$ cat src/cgl_consts.vh
// Function
// - d flip-flop: even is data, odd gates
// - jk flip-flop: hold, clear, set, toggle
// - d latch follows data while gate high
// - rs latch: set, reset, both forbidden
// - mode field codes 0 to 4, rest reserved
// - clock select makes input two the clock
// - pair element uses even table clock
// - input two reads low when clocking
// - outputs are events, events are inputs
// - standby without clock forces clocked outputs low
// - decoding keeps running in idle sleep
// - unit control: bit 6 standby, bit 0 enable
// - filter field: none, synchronizer, full filter
// - pin enable bit 3 drives dedicated pin
// - bit 7 edge, bit 6 clock, bit 0 enable
// - input one source coding
// - input zero coding differs at 5 and 8 to b
// - input two coding differs at 5 and 8 to b
// - eight-bit truth register per table
// - index is input two, one, zero
// - spi and serial routed only as master
// - even table disable clears pair element
`ifndef CGL_CONSTS_VH
`define CGL_CONSTS_VH

// ****************************************************************
// register offsets
// ****************************************************************
`define CGL_OFF_UNIT_CTRL   4'h0
`define CGL_OFF_SEQ_SELECT  4'h1
`define CGL_OFF_T0_CTRL     4'h5
`define CGL_OFF_T0_SEL_LOW  4'h6
`define CGL_OFF_T0_SEL_HIGH 4'h7
`define CGL_OFF_T0_TRUTH    4'h8
`define CGL_OFF_T1_CTRL     4'h9
`define CGL_OFF_T1_SEL_LOW  4'ha
`define CGL_OFF_T1_SEL_HIGH 4'hb
`define CGL_OFF_T1_TRUTH    4'hc

// ****************************************************************
// reset values and writable masks
// ****************************************************************
`define CGL_RESET_VALUE     8'h00
`define CGL_MASK_UNIT_CTRL  8'h41
`define CGL_MASK_SEQ_SELECT 8'h0f
`define CGL_MASK_T_CTRL     8'hf9
`define CGL_MASK_SEL_HIGH   8'h0f

// ****************************************************************
// field positions
// ****************************************************************
`define CGL_BIT_UNIT_EN     0
`define CGL_BIT_RUN_STDBY   6
`define CGL_BIT_T_EN        0
`define CGL_BIT_T_PIN_OE    3
`define CGL_BIT_T_FILT_LO   4
`define CGL_BIT_T_FILT_HI   5
`define CGL_BIT_T_CLK_SEL   6
`define CGL_BIT_T_EDGE      7

// ****************************************************************
// mode and filter codes
// ****************************************************************
`define CGL_SEQ_OFF         4'h0
`define CGL_SEQ_DFF         4'h1
`define CGL_SEQ_JK          4'h2
`define CGL_SEQ_LATCH       4'h3
`define CGL_SEQ_RS          4'h4
`define CGL_FILT_NONE       2'h0
`define CGL_FILT_SYNC       2'h1
`define CGL_FILT_FULL       2'h2

// ****************************************************************
// input source codes
// ****************************************************************
`define CGL_SRC_MASK        4'h0
`define CGL_SRC_FEEDBACK    4'h1
`define CGL_SRC_LINK        4'h2
`define CGL_SRC_EVENT_LINE_ZERO      4'h3
`define CGL_SRC_EVENT_LINE_ONE      4'h4
`define CGL_SRC_PIN         4'h5
`define CGL_SRC_CMP0        4'h6
`define CGL_SRC_CAPT0       4'h7
`define CGL_SRC_MAIN_TIMER  4'h8
`define CGL_SRC_CTL_TIMER   4'h9
`define CGL_SRC_SERIAL      4'ha
`define CGL_SRC_SPI         4'hb
`define CGL_SRC_CMP1        4'hc
`define CGL_SRC_CAPT1       4'hd
`define CGL_SRC_CMP2        4'he
`define CGL_SRC_RESERVED    4'hf

`endif

$ cat src/cgl_custom_glue_logic.v
`timescale 1ns/1ps
`include "cgl_consts.vh"

module cgl_custom_glue_logic (
    input  wire       clk,
    input  wire       sys_rst,
    input  wire [3:0] reg_addr,
    input  wire [7:0] reg_wdata,
    input  wire       reg_wr,
    input  wire       reg_rd,
    output reg  [7:0] reg_rdata,
    input  wire       standby_mode,
    input  wire       event_line_zero,
    input  wire       event_line_one,
    input  wire [5:0] table_pin_in,
    input  wire       comparator_zero,
    input  wire       comparator_one,
    input  wire       comparator_two,
    input  wire       capture_timer_zero,
    input  wire       capture_timer_one,
    input  wire [2:0] main_timer_channel,
    input  wire       control_timer_output_a,
    input  wire       control_timer_output_b,
    input  wire       serial_port_clock,
    input  wire       serial_port_tx,
    input  wire       serial_port_master,
    input  wire       spi_sck,
    input  wire       spi_mosi,
    input  wire       spi_miso,
    input  wire       spi_master,
    output reg  [1:0] table_output_event,
    output reg  [1:0] table_pin_out,
    output reg  [1:0] table_pin_oe
);

    // ****************************************************************
    // control registers
    // ****************************************************************
    reg  [7:0] unit_control_q;
    reg  [7:0] pair_sequential_select_q;
    wire       unit_en;
    wire       run_in_standby;
    wire       clock_removed;
    wire       seq_state;
    wire [1:0] tick;
    wire [1:0] result;
    wire [1:0] table_on;

    assign unit_en        = unit_control_q[`CGL_BIT_UNIT_EN];
    assign run_in_standby = unit_control_q[`CGL_BIT_RUN_STDBY];
    assign clock_removed  = standby_mode && !run_in_standby;

    always @(posedge clk)
    begin
        if (sys_rst)
        begin
            unit_control_q           <= `CGL_RESET_VALUE;
            pair_sequential_select_q <= `CGL_RESET_VALUE;
        end
        else if (reg_wr)
        begin
            if (reg_addr == `CGL_OFF_UNIT_CTRL)
            begin
                unit_control_q <= reg_wdata & `CGL_MASK_UNIT_CTRL;
            end
            // mode field only changes while the even table is off
            if (reg_addr == `CGL_OFF_SEQ_SELECT && !gen_table[0].ctl_q[`CGL_BIT_T_EN])
            begin
                pair_sequential_select_q <= reg_wdata & `CGL_MASK_SEQ_SELECT;
            end
        end
    end

    // ****************************************************************
    // input synchronisers
    // ****************************************************************
    // every outside source is asynchronous to clk, so all pass two stages
    // limitation: a pulse shorter than one clk period can be missed
    wire [24:0] raw_in;
    reg  [24:0] meta_q;
    reg  [24:0] sync_q;

    assign raw_in = {spi_master, spi_miso, spi_mosi, spi_sck,
                     serial_port_master, serial_port_tx, serial_port_clock,
                     control_timer_output_b, control_timer_output_a,
                     main_timer_channel, capture_timer_one, capture_timer_zero,
                     comparator_two, comparator_one, comparator_zero,
                     table_pin_in, event_line_one, event_line_zero};

    always @(posedge clk)
    begin
        if (sys_rst)
        begin
            meta_q <= 25'h0;
            sync_q <= 25'h0;
        end
        else
        begin
            meta_q <= raw_in;
            sync_q <= meta_q;
        end
    end

    wire       s_ev0      = sync_q[0];
    wire       s_ev1      = sync_q[1];
    wire [5:0] s_pin      = sync_q[7:2];
    wire       s_cmp0     = sync_q[8];
    wire       s_cmp1     = sync_q[9];
    wire       s_cmp2     = sync_q[10];
    wire       s_capt0    = sync_q[11];
    wire       s_capt1    = sync_q[12];
    wire [2:0] s_main     = sync_q[15:13];
    wire       s_ctl_a    = sync_q[16];
    wire       s_ctl_b    = sync_q[17];
    wire       s_ser_clk  = sync_q[18];
    wire       s_ser_tx   = sync_q[19];
    wire       s_ser_mst  = sync_q[20];
    wire       s_spi_sck  = sync_q[21];
    wire       s_spi_mosi = sync_q[22];
    wire       s_spi_miso = sync_q[23];
    wire       s_spi_mst  = sync_q[24];

    // ****************************************************************
    // lookup tables
    // ****************************************************************
    genvar n;
    generate
        for (n = 0; n < 2; n = n + 1)
        begin : gen_table
            localparam [3:0] OFF_CTRL = (n == 0) ? `CGL_OFF_T0_CTRL : `CGL_OFF_T1_CTRL;
            localparam [3:0] OFF_LOW  = (n == 0) ? `CGL_OFF_T0_SEL_LOW : `CGL_OFF_T1_SEL_LOW;
            localparam [3:0] OFF_HIGH = (n == 0) ? `CGL_OFF_T0_SEL_HIGH : `CGL_OFF_T1_SEL_HIGH;
            localparam [3:0] OFF_TRU  = (n == 0) ? `CGL_OFF_T0_TRUTH : `CGL_OFF_T1_TRUTH;

            reg  [7:0]  ctl_q;
            reg  [7:0]  sel_low_q;
            reg  [7:0]  sel_high_q;
            reg  [7:0]  truth_q;
            reg  [15:0] src0;
            reg  [15:0] src1;
            reg  [15:0] src2;
            wire        protect;

            // selects and truth bits are frozen while the table runs
            assign protect = ctl_q[`CGL_BIT_T_EN];

            always @(posedge clk)
            begin
                if (sys_rst)
                begin
                    ctl_q      <= `CGL_RESET_VALUE;
                    sel_low_q  <= `CGL_RESET_VALUE;
                    sel_high_q <= `CGL_RESET_VALUE;
                    truth_q    <= `CGL_RESET_VALUE;
                end
                else if (reg_wr)
                begin
                    if (reg_addr == OFF_CTRL)
                    begin
                        if (!protect)
                        begin
                            ctl_q <= reg_wdata & `CGL_MASK_T_CTRL;
                        end
                        else
                        begin
                            ctl_q[`CGL_BIT_T_EN] <= reg_wdata[`CGL_BIT_T_EN];
                        end
                    end
                    if (reg_addr == OFF_LOW && !protect)
                    begin
                        sel_low_q <= reg_wdata;
                    end
                    if (reg_addr == OFF_HIGH && !protect)
                    begin
                        sel_high_q <= reg_wdata & `CGL_MASK_SEL_HIGH;
                    end
                    if (reg_addr == OFF_TRU && !protect)
                    begin
                        truth_q <= reg_wdata;
                    end
                end
            end

            // one source vector per input; slots only differ at 5 and 8 to b
            always @*
            begin
                src0 = 16'h0000;
                src1 = 16'h0000;
                src2 = 16'h0000;
                src0[`CGL_SRC_FEEDBACK]   = seq_state;
                src0[`CGL_SRC_LINK]       = table_output_event[(n + 1) % 2];
                src0[`CGL_SRC_EVENT_LINE_ZERO]     = s_ev0;
                src0[`CGL_SRC_EVENT_LINE_ONE]     = s_ev1;
                src0[`CGL_SRC_CMP0]       = s_cmp0;
                src0[`CGL_SRC_CAPT0]      = s_capt0;
                src0[`CGL_SRC_CMP1]       = s_cmp1;
                src0[`CGL_SRC_CAPT1]      = s_capt1;
                src0[`CGL_SRC_CMP2]       = s_cmp2;
                src1 = src0;
                src2 = src0;
                src0[`CGL_SRC_PIN]        = s_pin[3 * n];
                src1[`CGL_SRC_PIN]        = s_pin[3 * n + 1];
                src2[`CGL_SRC_PIN]        = s_pin[3 * n + 2];
                src0[`CGL_SRC_MAIN_TIMER] = s_main[0];
                src1[`CGL_SRC_MAIN_TIMER] = s_main[1];
                src2[`CGL_SRC_MAIN_TIMER] = s_main[2];
                src0[`CGL_SRC_CTL_TIMER]  = s_ctl_a;
                src1[`CGL_SRC_CTL_TIMER]  = s_ctl_b;
                src2[`CGL_SRC_CTL_TIMER]  = s_ctl_a;
                src0[`CGL_SRC_SERIAL]     = s_ser_clk & s_ser_mst;
                src1[`CGL_SRC_SERIAL]     = s_ser_tx & s_ser_mst;
                src0[`CGL_SRC_SPI]        = s_spi_sck & s_spi_mst;
                src1[`CGL_SRC_SPI]        = s_spi_mosi & s_spi_mst;
                src2[`CGL_SRC_SPI]        = s_spi_miso & s_spi_mst;
            end

            assign table_on[n] = unit_en && ctl_q[`CGL_BIT_T_EN];

            cgl_table_unit u_table (
                .clk           (clk),
                .sys_rst       (sys_rst),
                .enable        (table_on[n]),
                .edge_en       (ctl_q[`CGL_BIT_T_EDGE]),
                .clk_sel       (ctl_q[`CGL_BIT_T_CLK_SEL]),
                .filter_sel    (ctl_q[`CGL_BIT_T_FILT_HI:`CGL_BIT_T_FILT_LO]),
                .sel0          (sel_low_q[3:0]),
                .sel1          (sel_low_q[7:4]),
                .sel2          (sel_high_q[3:0]),
                .truth         (truth_q),
                .src0          (src0),
                .src1          (src1),
                .src2          (src2),
                .clock_removed (clock_removed),
                .tick          (tick[n]),
                .result        (result[n])
            );
        end
    endgenerate

    // ****************************************************************
    // pair sequential element
    // ****************************************************************
    // disable clear is synchronous here: one clock keeps it glitch free
    wire [3:0] seq_mode;
    wire       seq_on;

    assign seq_mode = pair_sequential_select_q[3:0];
    assign seq_on   = (seq_mode == `CGL_SEQ_DFF) || (seq_mode == `CGL_SEQ_JK) ||
                      (seq_mode == `CGL_SEQ_LATCH) || (seq_mode == `CGL_SEQ_RS);

    cgl_seq_element u_seq (
        .clk          (clk),
        .sys_rst      (sys_rst),
        .mode         (seq_mode),
        .even_in      (result[0]),
        .odd_in       (result[1]),
        .tick         (tick[0]),
        .even_enabled (table_on[0]),
        .state_q      (seq_state)
    );

    // ****************************************************************
    // outputs
    // ****************************************************************
    reg [1:0] final_d;
    reg [1:0] clocked_use;
    integer   k;

    always @*
    begin
        final_d     = 2'h0;
        clocked_use = 2'h0;
        for (k = 0; k < 2; k = k + 1)
        begin
            clocked_use[k] = (k == 0) ? seq_on : 1'b0;
        end
        clocked_use[0] = clocked_use[0] ||
                         gen_table[0].ctl_q[`CGL_BIT_T_EDGE] ||
                         (gen_table[0].ctl_q[`CGL_BIT_T_FILT_HI:`CGL_BIT_T_FILT_LO] != `CGL_FILT_NONE);
        clocked_use[1] = gen_table[1].ctl_q[`CGL_BIT_T_EDGE] ||
                         (gen_table[1].ctl_q[`CGL_BIT_T_FILT_HI:`CGL_BIT_T_FILT_LO] != `CGL_FILT_NONE);
        final_d[0] = table_on[0] && (seq_on ? seq_state : result[0]);
        final_d[1] = table_on[1] && result[1];
        for (k = 0; k < 2; k = k + 1)
        begin
            if (clock_removed && clocked_use[k])
            begin
                final_d[k] = 1'b0;
            end
        end
    end

    // registered so link and feedback paths never form a loop
    always @(posedge clk)
    begin
        if (sys_rst)
        begin
            table_output_event <= 2'h0;
            table_pin_out      <= 2'h0;
            table_pin_oe       <= 2'h0;
        end
        else
        begin
            table_output_event <= final_d;
            table_pin_out      <= final_d;
            table_pin_oe       <= {gen_table[1].ctl_q[`CGL_BIT_T_PIN_OE],
                                   gen_table[0].ctl_q[`CGL_BIT_T_PIN_OE]};
        end
    end

    // ****************************************************************
    // register read
    // ****************************************************************
    // the bus never waits, so data always come exactly one cycle late
    always @(posedge clk)
    begin
        if (sys_rst)
        begin
            reg_rdata <= 8'h00;
        end
        else if (reg_rd)
        begin
            case (reg_addr)
                `CGL_OFF_UNIT_CTRL:   reg_rdata <= unit_control_q;
                `CGL_OFF_SEQ_SELECT:  reg_rdata <= pair_sequential_select_q;
                `CGL_OFF_T0_CTRL:     reg_rdata <= gen_table[0].ctl_q;
                `CGL_OFF_T0_SEL_LOW:  reg_rdata <= gen_table[0].sel_low_q;
                `CGL_OFF_T0_SEL_HIGH: reg_rdata <= gen_table[0].sel_high_q;
                `CGL_OFF_T0_TRUTH:    reg_rdata <= gen_table[0].truth_q;
                `CGL_OFF_T1_CTRL:     reg_rdata <= gen_table[1].ctl_q;
                `CGL_OFF_T1_SEL_LOW:  reg_rdata <= gen_table[1].sel_low_q;
                `CGL_OFF_T1_SEL_HIGH: reg_rdata <= gen_table[1].sel_high_q;
                `CGL_OFF_T1_TRUTH:    reg_rdata <= gen_table[1].truth_q;
                default:              reg_rdata <= 8'h00;
            endcase
        end
        else
        begin
            reg_rdata <= 8'h00;
        end
    end

endmodule

$ cat src/cgl_seq_element.v
`timescale 1ns/1ps
`include "cgl_consts.vh"

module cgl_seq_element (
    input  wire       clk,
    input  wire       sys_rst,
    input  wire [3:0] mode,
    input  wire       even_in,
    input  wire       odd_in,
    input  wire       tick,
    input  wire       even_enabled,
    output reg        state_q
);

    reg  clr_hold_q;
    wire clear;

    // reset stays asserted one cycle past the disable
    assign clear = !even_enabled || clr_hold_q;

    always @(posedge clk)
    begin
        if (sys_rst)
        begin
            clr_hold_q <= 1'b0;
            state_q    <= 1'b0;
        end
        else
        begin
            clr_hold_q <= !even_enabled;
            if (clear)
            begin
                state_q <= 1'b0;
            end
            else
            begin
                case (mode)
                    `CGL_SEQ_DFF:
                    begin
                        if (tick && odd_in)
                        begin
                            state_q <= even_in;
                        end
                    end
                    `CGL_SEQ_JK:
                    begin
                        if (tick)
                        begin
                            case ({even_in, odd_in})
                                2'b01:   state_q <= 1'b0;
                                2'b10:   state_q <= 1'b1;
                                2'b11:   state_q <= ~state_q;
                                default: state_q <= state_q;
                            endcase
                        end
                    end
                    `CGL_SEQ_LATCH:
                    begin
                        if (odd_in)
                        begin
                            state_q <= even_in;
                        end
                    end
                    `CGL_SEQ_RS:
                    begin
                        // forbidden pair simply holds
                        if (even_in && !odd_in)
                        begin
                            state_q <= 1'b1;
                        end
                        else if (!even_in && odd_in)
                        begin
                            state_q <= 1'b0;
                        end
                    end
                    default:
                    begin
                        state_q <= 1'b0;
                    end
                endcase
            end
        end
    end

endmodule

$ cat src/cgl_table_unit.v
`timescale 1ns/1ps
`include "cgl_consts.vh"

module cgl_table_unit (
    input  wire        clk,
    input  wire        sys_rst,
    input  wire        enable,
    input  wire        edge_en,
    input  wire        clk_sel,
    input  wire [1:0]  filter_sel,
    input  wire [3:0]  sel0,
    input  wire [3:0]  sel1,
    input  wire [3:0]  sel2,
    input  wire [7:0]  truth,
    input  wire [15:0] src0,
    input  wire [15:0] src1,
    input  wire [15:0] src2,
    input  wire        clock_removed,
    output wire        tick,
    output wire        result
);

    wire       in0;
    wire       in1;
    wire       raw2;
    wire       in2;
    wire       lookup_table;
    wire       filtered;
    reg        in2_prev_q;
    reg  [2:0] stage_q;
    reg        filt_q;
    reg        edge_prev_q;

    assign in0  = src0[sel0];
    assign in1  = src1[sel1];
    assign raw2 = src2[sel2];
    assign in2  = raw2 & ~clk_sel;
    // decode is pure logic, so it keeps refreshing in every sleep mode
    assign lookup_table  = truth[{in2, in1, in0}];

    // the edge of input two is a tick in clk, so there is one domain only
    assign tick = clk_sel ? (raw2 & ~in2_prev_q) : ~clock_removed;

    always @(posedge clk)
    begin
        if (sys_rst || !enable)
        begin
            in2_prev_q  <= 1'b0;
            stage_q     <= 3'h0;
            filt_q      <= 1'b0;
            edge_prev_q <= 1'b0;
        end
        else
        begin
            in2_prev_q <= raw2;
            if (tick)
            begin
                stage_q     <= {stage_q[1:0], lookup_table};
                edge_prev_q <= filtered;
                if (stage_q[2] == stage_q[1] && stage_q[1] == stage_q[0])
                begin
                    filt_q <= stage_q[2];
                end
            end
        end
    end

    // reserved filter code behaves as no filter
    assign filtered = (filter_sel == `CGL_FILT_SYNC) ? stage_q[1] :
                      (filter_sel == `CGL_FILT_FULL) ? filt_q : lookup_table;

    assign result = edge_en ? (filtered & ~edge_prev_q) : filtered;

endmodule

$ cat config.mk
export PLATFORM = sky130hd
export DESIGN_NAME = cgl_custom_glue_logic
export DESIGN_NICKNAME = d
export VERILOG_FILES = /design/src/cgl_custom_glue_logic.v /design/src/cgl_seq_element.v /design/src/cgl_table_unit.v
export VERILOG_INCLUDE_DIRS = /design/src /design/src/src
export SDC_FILE = /design/constraint.sdc
export NUM_CORES = 1
export LEC_CHECK = 0
export BUFFER_PORTS_ARGS = -buffer_cell sky130_fd_sc_hd__buf_4
export CAP_MARGIN = 20
export CORE_ASPECT_RATIO = 0.5
export CORE_MARGIN = 5
export CORE_UTILIZATION = 30
export DETAILED_ROUTE_END_ITERATION = 6
export PLACE_DENSITY = 0.53
export SLEW_MARGIN = 25
export SYNTH_ARGS = -nofsm -noshare
export SYNTH_HDL_FRONTEND = slang
export SYNTH_HIERARCHICAL = 1
export SYNTH_SLANG_ARGS = --single-unit
$ cat constraint.sdc
create_clock -name clk -period 3.75 [get_ports clk]
set_input_delay 0.375 -clock clk [delete_from_list [all_inputs] [get_ports clk]]
set_output_delay 0.375 -clock clk [all_outputs]
set_load 0.02 [all_outputs]
==> results of run 1 <==
[state kept, by name (all words and copies together) (netlist names)]
signal and count:
gen_table.ctl_q 12, u_seq/clr_hold_q 1, gen_table.u_table/filt_q 2, sync_q 25
unit_control_q 2, gen_table.sel_high_q 8, reg_rdata 8, gen_table.u_table/stage_q 6
gen_table.sel_low_q 16, pair_sequential_select_q 4, gen_table.truth_q 16, u_seq/state_q 1
table_pin_out 2, meta_q 25, gen_table.u_table/edge_prev_q 2, gen_table.u_table/in2_prev_q 2
table_pin_oe 2
[critical path, delay by kind of cell, from the launching register on]
kind	cells	cell delay, ns
buf+inv	1	0.08
simple gates	2	0.26
mux	4	1.30
compound gates	6	1.28
fa+ha+maj	1	0.20
flops	1	0.40
[final cells by class]
| cell class | instances | area share [%] |
|---|---|---|
| Clock buffer | 21 | 5.80 |
| Tap cell | 300 | 4.73 |
| Inverter | 9 | 0.426 |
| Clock inverter | 11 | 1.42 |
| Sequential cell | 134 | 33.9 |
| Multi-Input combinational cell | 471 | 47.6 |
| Timing Repair Buffer | 64 | 6.05 |
[routing by layer]
| metal | wire length (microns) | up-vias |
|---|---|---|
| li1 | - | 2407 |
| met2 | 8610 | 140 |
| met5 | 0 | - |
| met3 | 1030 | 17 |
| met4 | 324 | 0 |
| met1 | 9010 | 2423 |
[cells in the final DEF (no fill, tap or decap), types with 6 or more instances in the layout]
master	n
buf_4	64
nand3_1	12
and3_1	6
nand2b_1	7
nand2_1	27
nor2_1	80
nor2b_1	66
and2_1	8
mux4_2	10
mux4_1	12
a22o_1	10
clkbuf_16	17
inv_1	8
a21oi_1	16
mux2_2	11
dfxtp_1	128
o21ai_0	6
conb_1	14
mux2i_1	91
[how the worst max path moves through the flow]
stage,start,end,cells after the start
2_1_floorplan,gen_table[1].sel_low_q[4],u_seq/state_q,14
3_3_place_gp,gen_table[1].sel_high_q[1],u_seq/state_q,14
3_5_place_dp,gen_table[1].sel_high_q[1],u_seq/state_q,14
4_1_cts,gen_table[1].sel_high_q[1],u_seq/state_q,14
5_1_grt,sync_q[24],u_seq/state_q,15
6_report,gen_table[1].sel_low_q[4],u_seq/state_q,14
[power by group through the flow]
stage	combinational (mW)	sequential, mW	clock, mW
floorplan	0.177	1.50	0
global placement	0.264	1.52	0
detailed placement	0.266	1.52	0
CTS	0.266	1.49	1.67
global route	0.293	1.49	1.74
finish	0.271	1.49	1.63
[metrics by stage]
stage / utilization [%] / TNS [ns] / hold WS (ns)
floorplan: - / 0 / 0.414
global placement: 33.8 / 0 / 0.419
detailed placement: 33.8 / 0 / 0.425
CTS: 36.5 / 0 / 0.145
finish: 36.7 / 0 / 0.161
global route: 36.7 / -0.0129 / 0.152
==> metrics.cfg, run 1 <==
[global_route]
grt_busiest_layer = met2
met3_usage_pct = 4.18
gr-usage-met1_pct = 20.7
antenna_found_initial = 0
grt_remaining_overflow = 0
grt_first_pass_wirelength_microns = 29200
grt_max_degree = 80
track_usage_pct = 15.3
grt_pass1_vias = 4929
use_met2_pct = 24.1

[cts]
cts_resized = 0
post_cts_buffers = 0
numCtsBuffers = 17
cts_tree = yes
insertion_delay_ns = 0.42
clkSinkCount = 134
clock-root-buffer = clkbuf_16
htreeDepth = 4
postCtsHoldBufs = 0
path_clk_slew_ns = 0.06
clock_path_buffers = 2

[worst_setup_path]
worstPathCellList = mux4_1 -> mux2i_2 -> mux2i_4 -> mux2_4 -> o2111a_2 -> o41ai_2 -> o22ai_2 -> a21oi_2 -> inv_1 -> ha_1 -> o31ai_1 -> nand2_1 -> and3_1 -> a211oi_2
timing.rr.end = u_seq/state_q
slowest_stage = mux4_1
rrSetupSlack_ns = 0.16
end_kind = flip-flop
cp.arrival_ns = 3.92
worstReg2RegStart = gen_table[1].sel_low_q[4]
cp_max_fo = 6
reg2regPathDepth = 14
critPathMaxStageDelay_ns = 0.61
crit_required_ns = 4.09
worstSetupStartpointType = flip-flop
path_class = reg -> reg

[cells_and_area]
num-nets-final = 743
regArea_sq_um = 2690
layout-drive-gt1-share_pct = 22.7
area_delta_synth_final_pct = 20.4
layout.cells.non_filler = 1010
fin_area_sq_um = 7940
multi_input_area_sq_um = 3780
diodes = 0
nFillCells = 2161

[worst_hold_path]
hold_end = meta_q[9]
hp-start = comparator_one
hp-class = in -> reg
holdPathStages = 2

[sta]
fmax_mhz = 279
finalWorstSetupSlack_ns = 0.163
fin_crit_sh_pct = 95.7
drv_slew = 0
max_slew_margin_pct = 45.7
skew_ns = 0.0113
tightest_slew_ns = 0.813
fin_crit_ns = 3.59
finalHoldViolCount = 0
setup_viol = 0

[placement]
dpl.hpwl_microns = 13600
io_buffers = 55
place_ws_ns = 0.0284
place.gp.congestion = 0.868
dp.cells = 978
placed_cell_area_sq_um = 7310

[detailed_routing]
wire_per_inst_microns = 18.8
viasPerCell = 4.94
drt-total-wl_microns = 19000
route.vias.total = 4987
first_pass_iters = 5
drt-initial-drc-count = 400
ant_nets = 0
drcViolationCount = 0

[die]
io-pin-count = 56
chipWidth_microns = 220
initial_utilization_pct = 30.5
num_rows = 38
die_y_microns = 115
core-area_sq_um = 21600
dieArea_sq_um = 25200

[flow_run]
cap_viol_max_count = 0

[power]
clkPwrFrac_pct = 48.1
switching_power_mw = 0.849
p_int_mw = 2.54
switching_share_pct = 25.1
finalPower_mw = 3.39
peakVddDrop_uv = 301
p_per_area_nw_per_um2 = 427
p_seq_share_pct = 43.9
comb_power_share_pct = 8.0
p_leak_nw = 3.22

[synth]
netlist_area_sq_um = 6590
yosys_warnings = 6
syn_inst = 635
synth_area_per_cell_sq_um = 10.4

[run_status]
outcome = finished, final reports clean

No activity file was read; power rests on OpenSTA's default activity.
==> run 2: changes to the inputs <==
==> constraint.sdc (replaced) <==
create_clock -name clk -period 4.36 [get_ports clk]
set_input_delay 0.436 -clock clk [delete_from_list [all_inputs] [get_ports clk]]
set_output_delay 0.436 -clock clk [all_outputs]
set_load 0.02 [all_outputs]
==> run 2 against run 1 <==
Core utilization shrank 0.42 points. Setup slack gained 0.15 ns. Flip-flop and latch count is the same. Total power shrank 15%. Worst hold slack gained 0.069 ns. First-iteration DRC count shrank 14%. Combinational power shrank 15%. Cell count shrank 0.59%. Critical path depth grew 1. Cell area shrank 1.2%. Sequential power shrank 14%. Die area is the same. Critical path type unchanged.
==> metrics.cfg, run 2 (same netlist as run 1, synthesis figures left out) <==
[run_status]
outcome = finished, final reports clean

[cts]
clock_path_buffers = 2
cts_tree = yes
post_cts_buffers = 0
htreeDepth = 4
postCtsHoldBufs = 0
clkSinkCount = 134
numCtsBuffers = 17
cts_resized = 0
path_clk_slew_ns = 0.06
insertion_delay_ns = 0.42
clock-root-buffer = clkbuf_16

[global_route]
grt_pass1_vias = 5048
grt_max_degree = 68
grt_first_pass_wirelength_microns = 29700
track_usage_pct = 15.4
antenna_found_initial = 0
grt_remaining_overflow = 0

[sta]
skew_ns = 0.00999
finalWorstSetupSlack_ns = 0.314
setup_viol = 0
fin_crit_sh_pct = 92.8
max_slew_margin_pct = 44.1
tightest_slew_ns = 0.838
fin_crit_ns = 4.05
finalHoldViolCount = 0
fmax_mhz = 247
rsz0062_at_grt = false
drv_slew = 0
fin_setup_tns_ns = 0

[die]
num_rows = 38
dieArea_sq_um = 25200
chipWidth_microns = 220
io-pin-count = 56
core-area_sq_um = 21600
initial_utilization_pct = 30.5
die_y_microns = 115

[worst_setup_path]
worstSetupStartpointType = flip-flop
path_class = reg -> reg
rrSetupSlack_ns = 0.31
critPathMaxStageDelay_ns = 0.60
worstPathCellList = mux4_1 -> mux2i_1 -> nand2_1 -> mux2_4 -> o2111a_2 -> nor4b_1 -> o22ai_1 -> a21oi_1 -> buf_4 -> inv_1 -> ha_1 -> nand2b_1 -> a22o_1 -> a2bb2oi_1 -> a211oi_2
slowest_stage = mux4_1
cp.arrival_ns = 4.35
crit_required_ns = 4.67
end_kind = flip-flop
cp_max_fo = 6

[placement]
dp.cells = 973
place.gp.congestion = 0.876
io_buffers = 55
place_ws_ns = 0.407
dpl.hpwl_microns = 13600

[detailed_routing]
first_pass_iters = 5
drcViolationCount = 0
route.vias.total = 5027
viasPerCell = 5.01
wire_per_inst_microns = 19.0
drt-initial-drc-count = 342
drt-total-wl_microns = 19100
ant_nets = 0

[cells_and_area]
layout-drive-gt1-share_pct = 20.3
area_delta_synth_final_pct = 19.0
layout.cells.non_filler = 1004
layout_common_cells = 134 x dfxtp_1, 91 x mux2i_1, 80 x nor2_1
diodes = 0
final_common_cell = dfxtp_1
num-nets-final = 738
largest_registers = meta_q x25, sync_q x25
final_util_pct = 36.3

[power]
p_leak_nw = 3.18
peakVddDrop_uv = 267
finalPower_mw = 2.88
p_per_area_nw_per_um2 = 367

[worst_hold_path]
hp-class = in -> reg

[flow_run]
cap_viol_max_count = 0

## run 2: path summary, 6_finish.rpt
path	startpoint	endpoint	cells after the start
setup / recovery	gen_table[1].sel_low_q[0]	u_seq/state_q	15
hold / removal	event_line_zero	meta_q[0]	2
setup reg to reg	gen_table[1].sel_low_q[0]	u_seq/state_q	15
hold reg to reg	meta_q[11]	sync_q[11]	1
## run 2: layout make-up
class	instances	area, sq um
fill	2212	13800
multi-input combinational	471	3740
sequential	134	2680
clock buffer	21	470
timing repair buffer	59	443
tap	300	375
clock inverter	10	97.6
inverter	9	33.8
## run 2: power breakdown
part / switching (mW) / leakage, nW / internal, mW
Combinational: 0.129 / 1.81 / 0.0995
Sequential: 0.0248 / 1.09 / 1.25
Clock: 0.545 / 0.272 / 0.829
Total: 0.699 / 3.18 / 2.18
## run 2: metrics by stage
| step | area [sq um] | hold WS (ns) |
|---|---|---|
| after CTS | 7850 | 0.215 |
| final | 7850 | 0.231 |
| after detailed placement | 7280 | 0.424 |
| after floorplan | 6640 | 0.414 |
| after global routing | 7850 | 0.219 |
| after global placement | 7280 | 0.423 |
## run 2: worst max-delay path: cells and delay by family (launching register included)
family	cells	cell delay (ns)
adder cells (fa/ha/maj)	1	0.20
AO/OA/AOI/OAI	6	1.04
flip-flops	1	0.47
multiplexers	3	1.39
buffers and inverters	2	0.22
AND/OR/NAND/NOR	3	0.61
## run 2: routing by layer
metal | up-vias | track usage, % | share of wire [%]
met4 | 0 | 5.53 | 2.2
met5 | - | 0 | 0
met2 | 170 | 23.8 | 44
met3 | 28 | 3.76 | 6.0
met1 | 2433 | 21.2 | 48
li1 | 2396 | - | -
==> run 3: changes to the inputs <==
--- a/config.mk
+++ b/config.mk
@@ -8,7 +8,7 @@
 export LEC_CHECK = 0
 export BUFFER_PORTS_ARGS = -buffer_cell sky130_fd_sc_hd__buf_4
 export CAP_MARGIN = 20
-export CORE_ASPECT_RATIO = 0.5
+export CORE_ASPECT_RATIO = 1.75
 export CORE_MARGIN = 5
 export CORE_UTILIZATION = 30
 export DETAILED_ROUTE_END_ITERATION = 6
==> run 3 against run 2 <==
Die area down 0.25%. Clock power increased by 15%. Critical path depth unchanged. Fmax up 2.6%. Combinational power hardly changed. Highest routed layer unchanged. Register-to-register slack better by 0.10 ns. Sequential power is essentially flat. Critical path type unchanged. Cell area rose by 0.65%.
==> metrics.cfg, run 3 (same netlist as run 1, synthesis figures left out) <==
[run_status]
outcome = finished, final reports clean

[sta]
skew_ns = 0.0121
max_slew_margin_pct = 47.0
finalWorstSetupSlack_ns = 0.415
fin_crit_ns = 3.95
setup_viol = 0
holdWs_ns = 0.224
tightest_slew_ns = 0.793
finalHoldViolCount = 0
drv_slew = 0
fin_setup_tns_ns = 0
fin_crit_sh_pct = 90.5
rsz0062_at_grt = false
fmax_mhz = 253

[cts]
post_cts_buffers = 0
path_clk_slew_ns = 0.06
numCtsBuffers = 17
clock_path_buffers = 2
cts_resized = 0
insertion_delay_ns = 0.42
clock-root-buffer = clkbuf_16
clkSinkCount = 134
htreeDepth = 4
postCtsHoldBufs = 0
cts_tree = yes

[cells_and_area]
multi_input_area_sq_um = 3740
layout-drive-gt1-share_pct = 20.1
area_delta_synth_final_pct = 19.8
num-nets-final = 736
nFillCells = 2170
layout_common_cells = 134 x dfxtp_1, 91 x mux2i_1, 80 x nor2_1
layout.cells.non_filler = 994
diodes = 0
largest_registers = meta_q x25, sync_q x25
regArea_sq_um = 2680
final_common_cell = dfxtp_1

[global_route]
grt_busiest_layer = met2
track_usage_pct = 15.9
met3_usage_pct = 2.71
grt_max_degree = 71
grt_remaining_overflow = 0
gr-usage-met1_pct = 16.5
grt_first_pass_wirelength_microns = 29800
antenna_found_initial = 0
grt_pass1_vias = 5076
use_met2_pct = 28.5

[power]
p_leak_nw = 3.21
p_per_area_nw_per_um2 = 390
peakVddDrop_uv = 185
finalPower_mw = 3.08

[die]
io-pin-count = 56
die_y_microns = 206
initial_utilization_pct = 30.5
core-area_sq_um = 21600
num_rows = 71
chipWidth_microns = 122
dieArea_sq_um = 25200

[worst_setup_path]
cp_max_fo = 6
path_class = reg -> reg
cp.arrival_ns = 4.29
worstSetupStartpointType = flip-flop
end_kind = flip-flop
crit_required_ns = 4.70

[detailed_routing]
viasPerCell = 5.02
drcViolationCount = 0
first_pass_iters = 5
drt-initial-drc-count = 213
drt-total-wl_microns = 19400
wire_per_inst_microns = 19.5
ant_nets = 0
route.vias.total = 4985

[flow_run]
cap_viol_max_count = 0

[placement]
place.gp.congestion = 0.909
place_ws_ns = 0.378
io_buffers = 55
dpl.hpwl_microns = 14500
dp.cells = 963

[worst_hold_path]
hp-class = in -> reg

## run 3: changes by cell type in the layout (fill, tap and decap cells not counted), sizes merged
| cell | delta |
|---|---|
| inv | -1 |
| clkinvlp | -1 |
| clkbuf | -2 |
| bufinv | +4 |
| buf | -2 |
## run 3: routing by layer
layer / up-vias / routed length, microns
met2: 154 / 10100
met4: 0 / 1320
met3: 61 / 779
met5: - / 0
met1: 2384 / 7200
li1: 2386 / -
## run 3: worst max-delay path, stage by stage (launching register included)
cell      delay, ns
dfxtp_1        0.48
mux4_1         0.66
mux2i_1        0.46
nand2_1        0.10
mux2_4         0.28
o2111a_2       0.18
nor4b_1        0.32
o22ai_1        0.17
a21oi_1        0.16
buf_4          0.17
inv_1          0.06
ha_1           0.19
o31ai_1        0.23
nand2_1        0.09
and3_1         0.17
a211oi_2       0.16
## run 3: final cells by class
type                            count  share of cell area (%)
Clock buffer                       19                    5.61
Clock inverter                     12                    2.55
Inverter                            9                   0.428
Multi-Input combinational cell    471                    47.4
Sequential cell                   134                    34.0
Tap cell                          292                    4.63
Timing Repair Buffer               57                    5.42
## run 3: worst paths after layout
| check | startpoint | endpoint | slack [ns] | depth (start not counted) |
|---|---|---|---|---|
| worst max-delay path | gen_table[1].sel_low_q[0] | u_seq/state_q | 0.41 | 15 |
| worst min-delay path | control_timer_output_a | meta_q[16] | 0.22 | 2 |
| worst max register to register | gen_table[1].sel_low_q[0] | u_seq/state_q | 0.41 | 15 |
| worst min register to register | meta_q[13] | sync_q[13] | 0.43 | 1 |
## run 3: report_power, final
part | switching [mW] | total [mW] | leakage, nW | internal (mW)
Combinational | 0.127 | 0.226 | 1.80 | 0.0983
Sequential | 0.0238 | 1.28 | 1.09 | 1.25
Clock | 0.546 | 1.57 | 0.309 | 1.03
Total | 0.698 | 3.08 | 3.21 | 2.38
## run 3: through the flow
step | util [%] | instance area [sq um]
global placement | 33.6 | 7250
finish | 36.6 | 7900
detailed placement | 33.6 | 7250
global route | 36.6 | 7900
floorplan | - | 6640
CTS | 36.6 | 7900
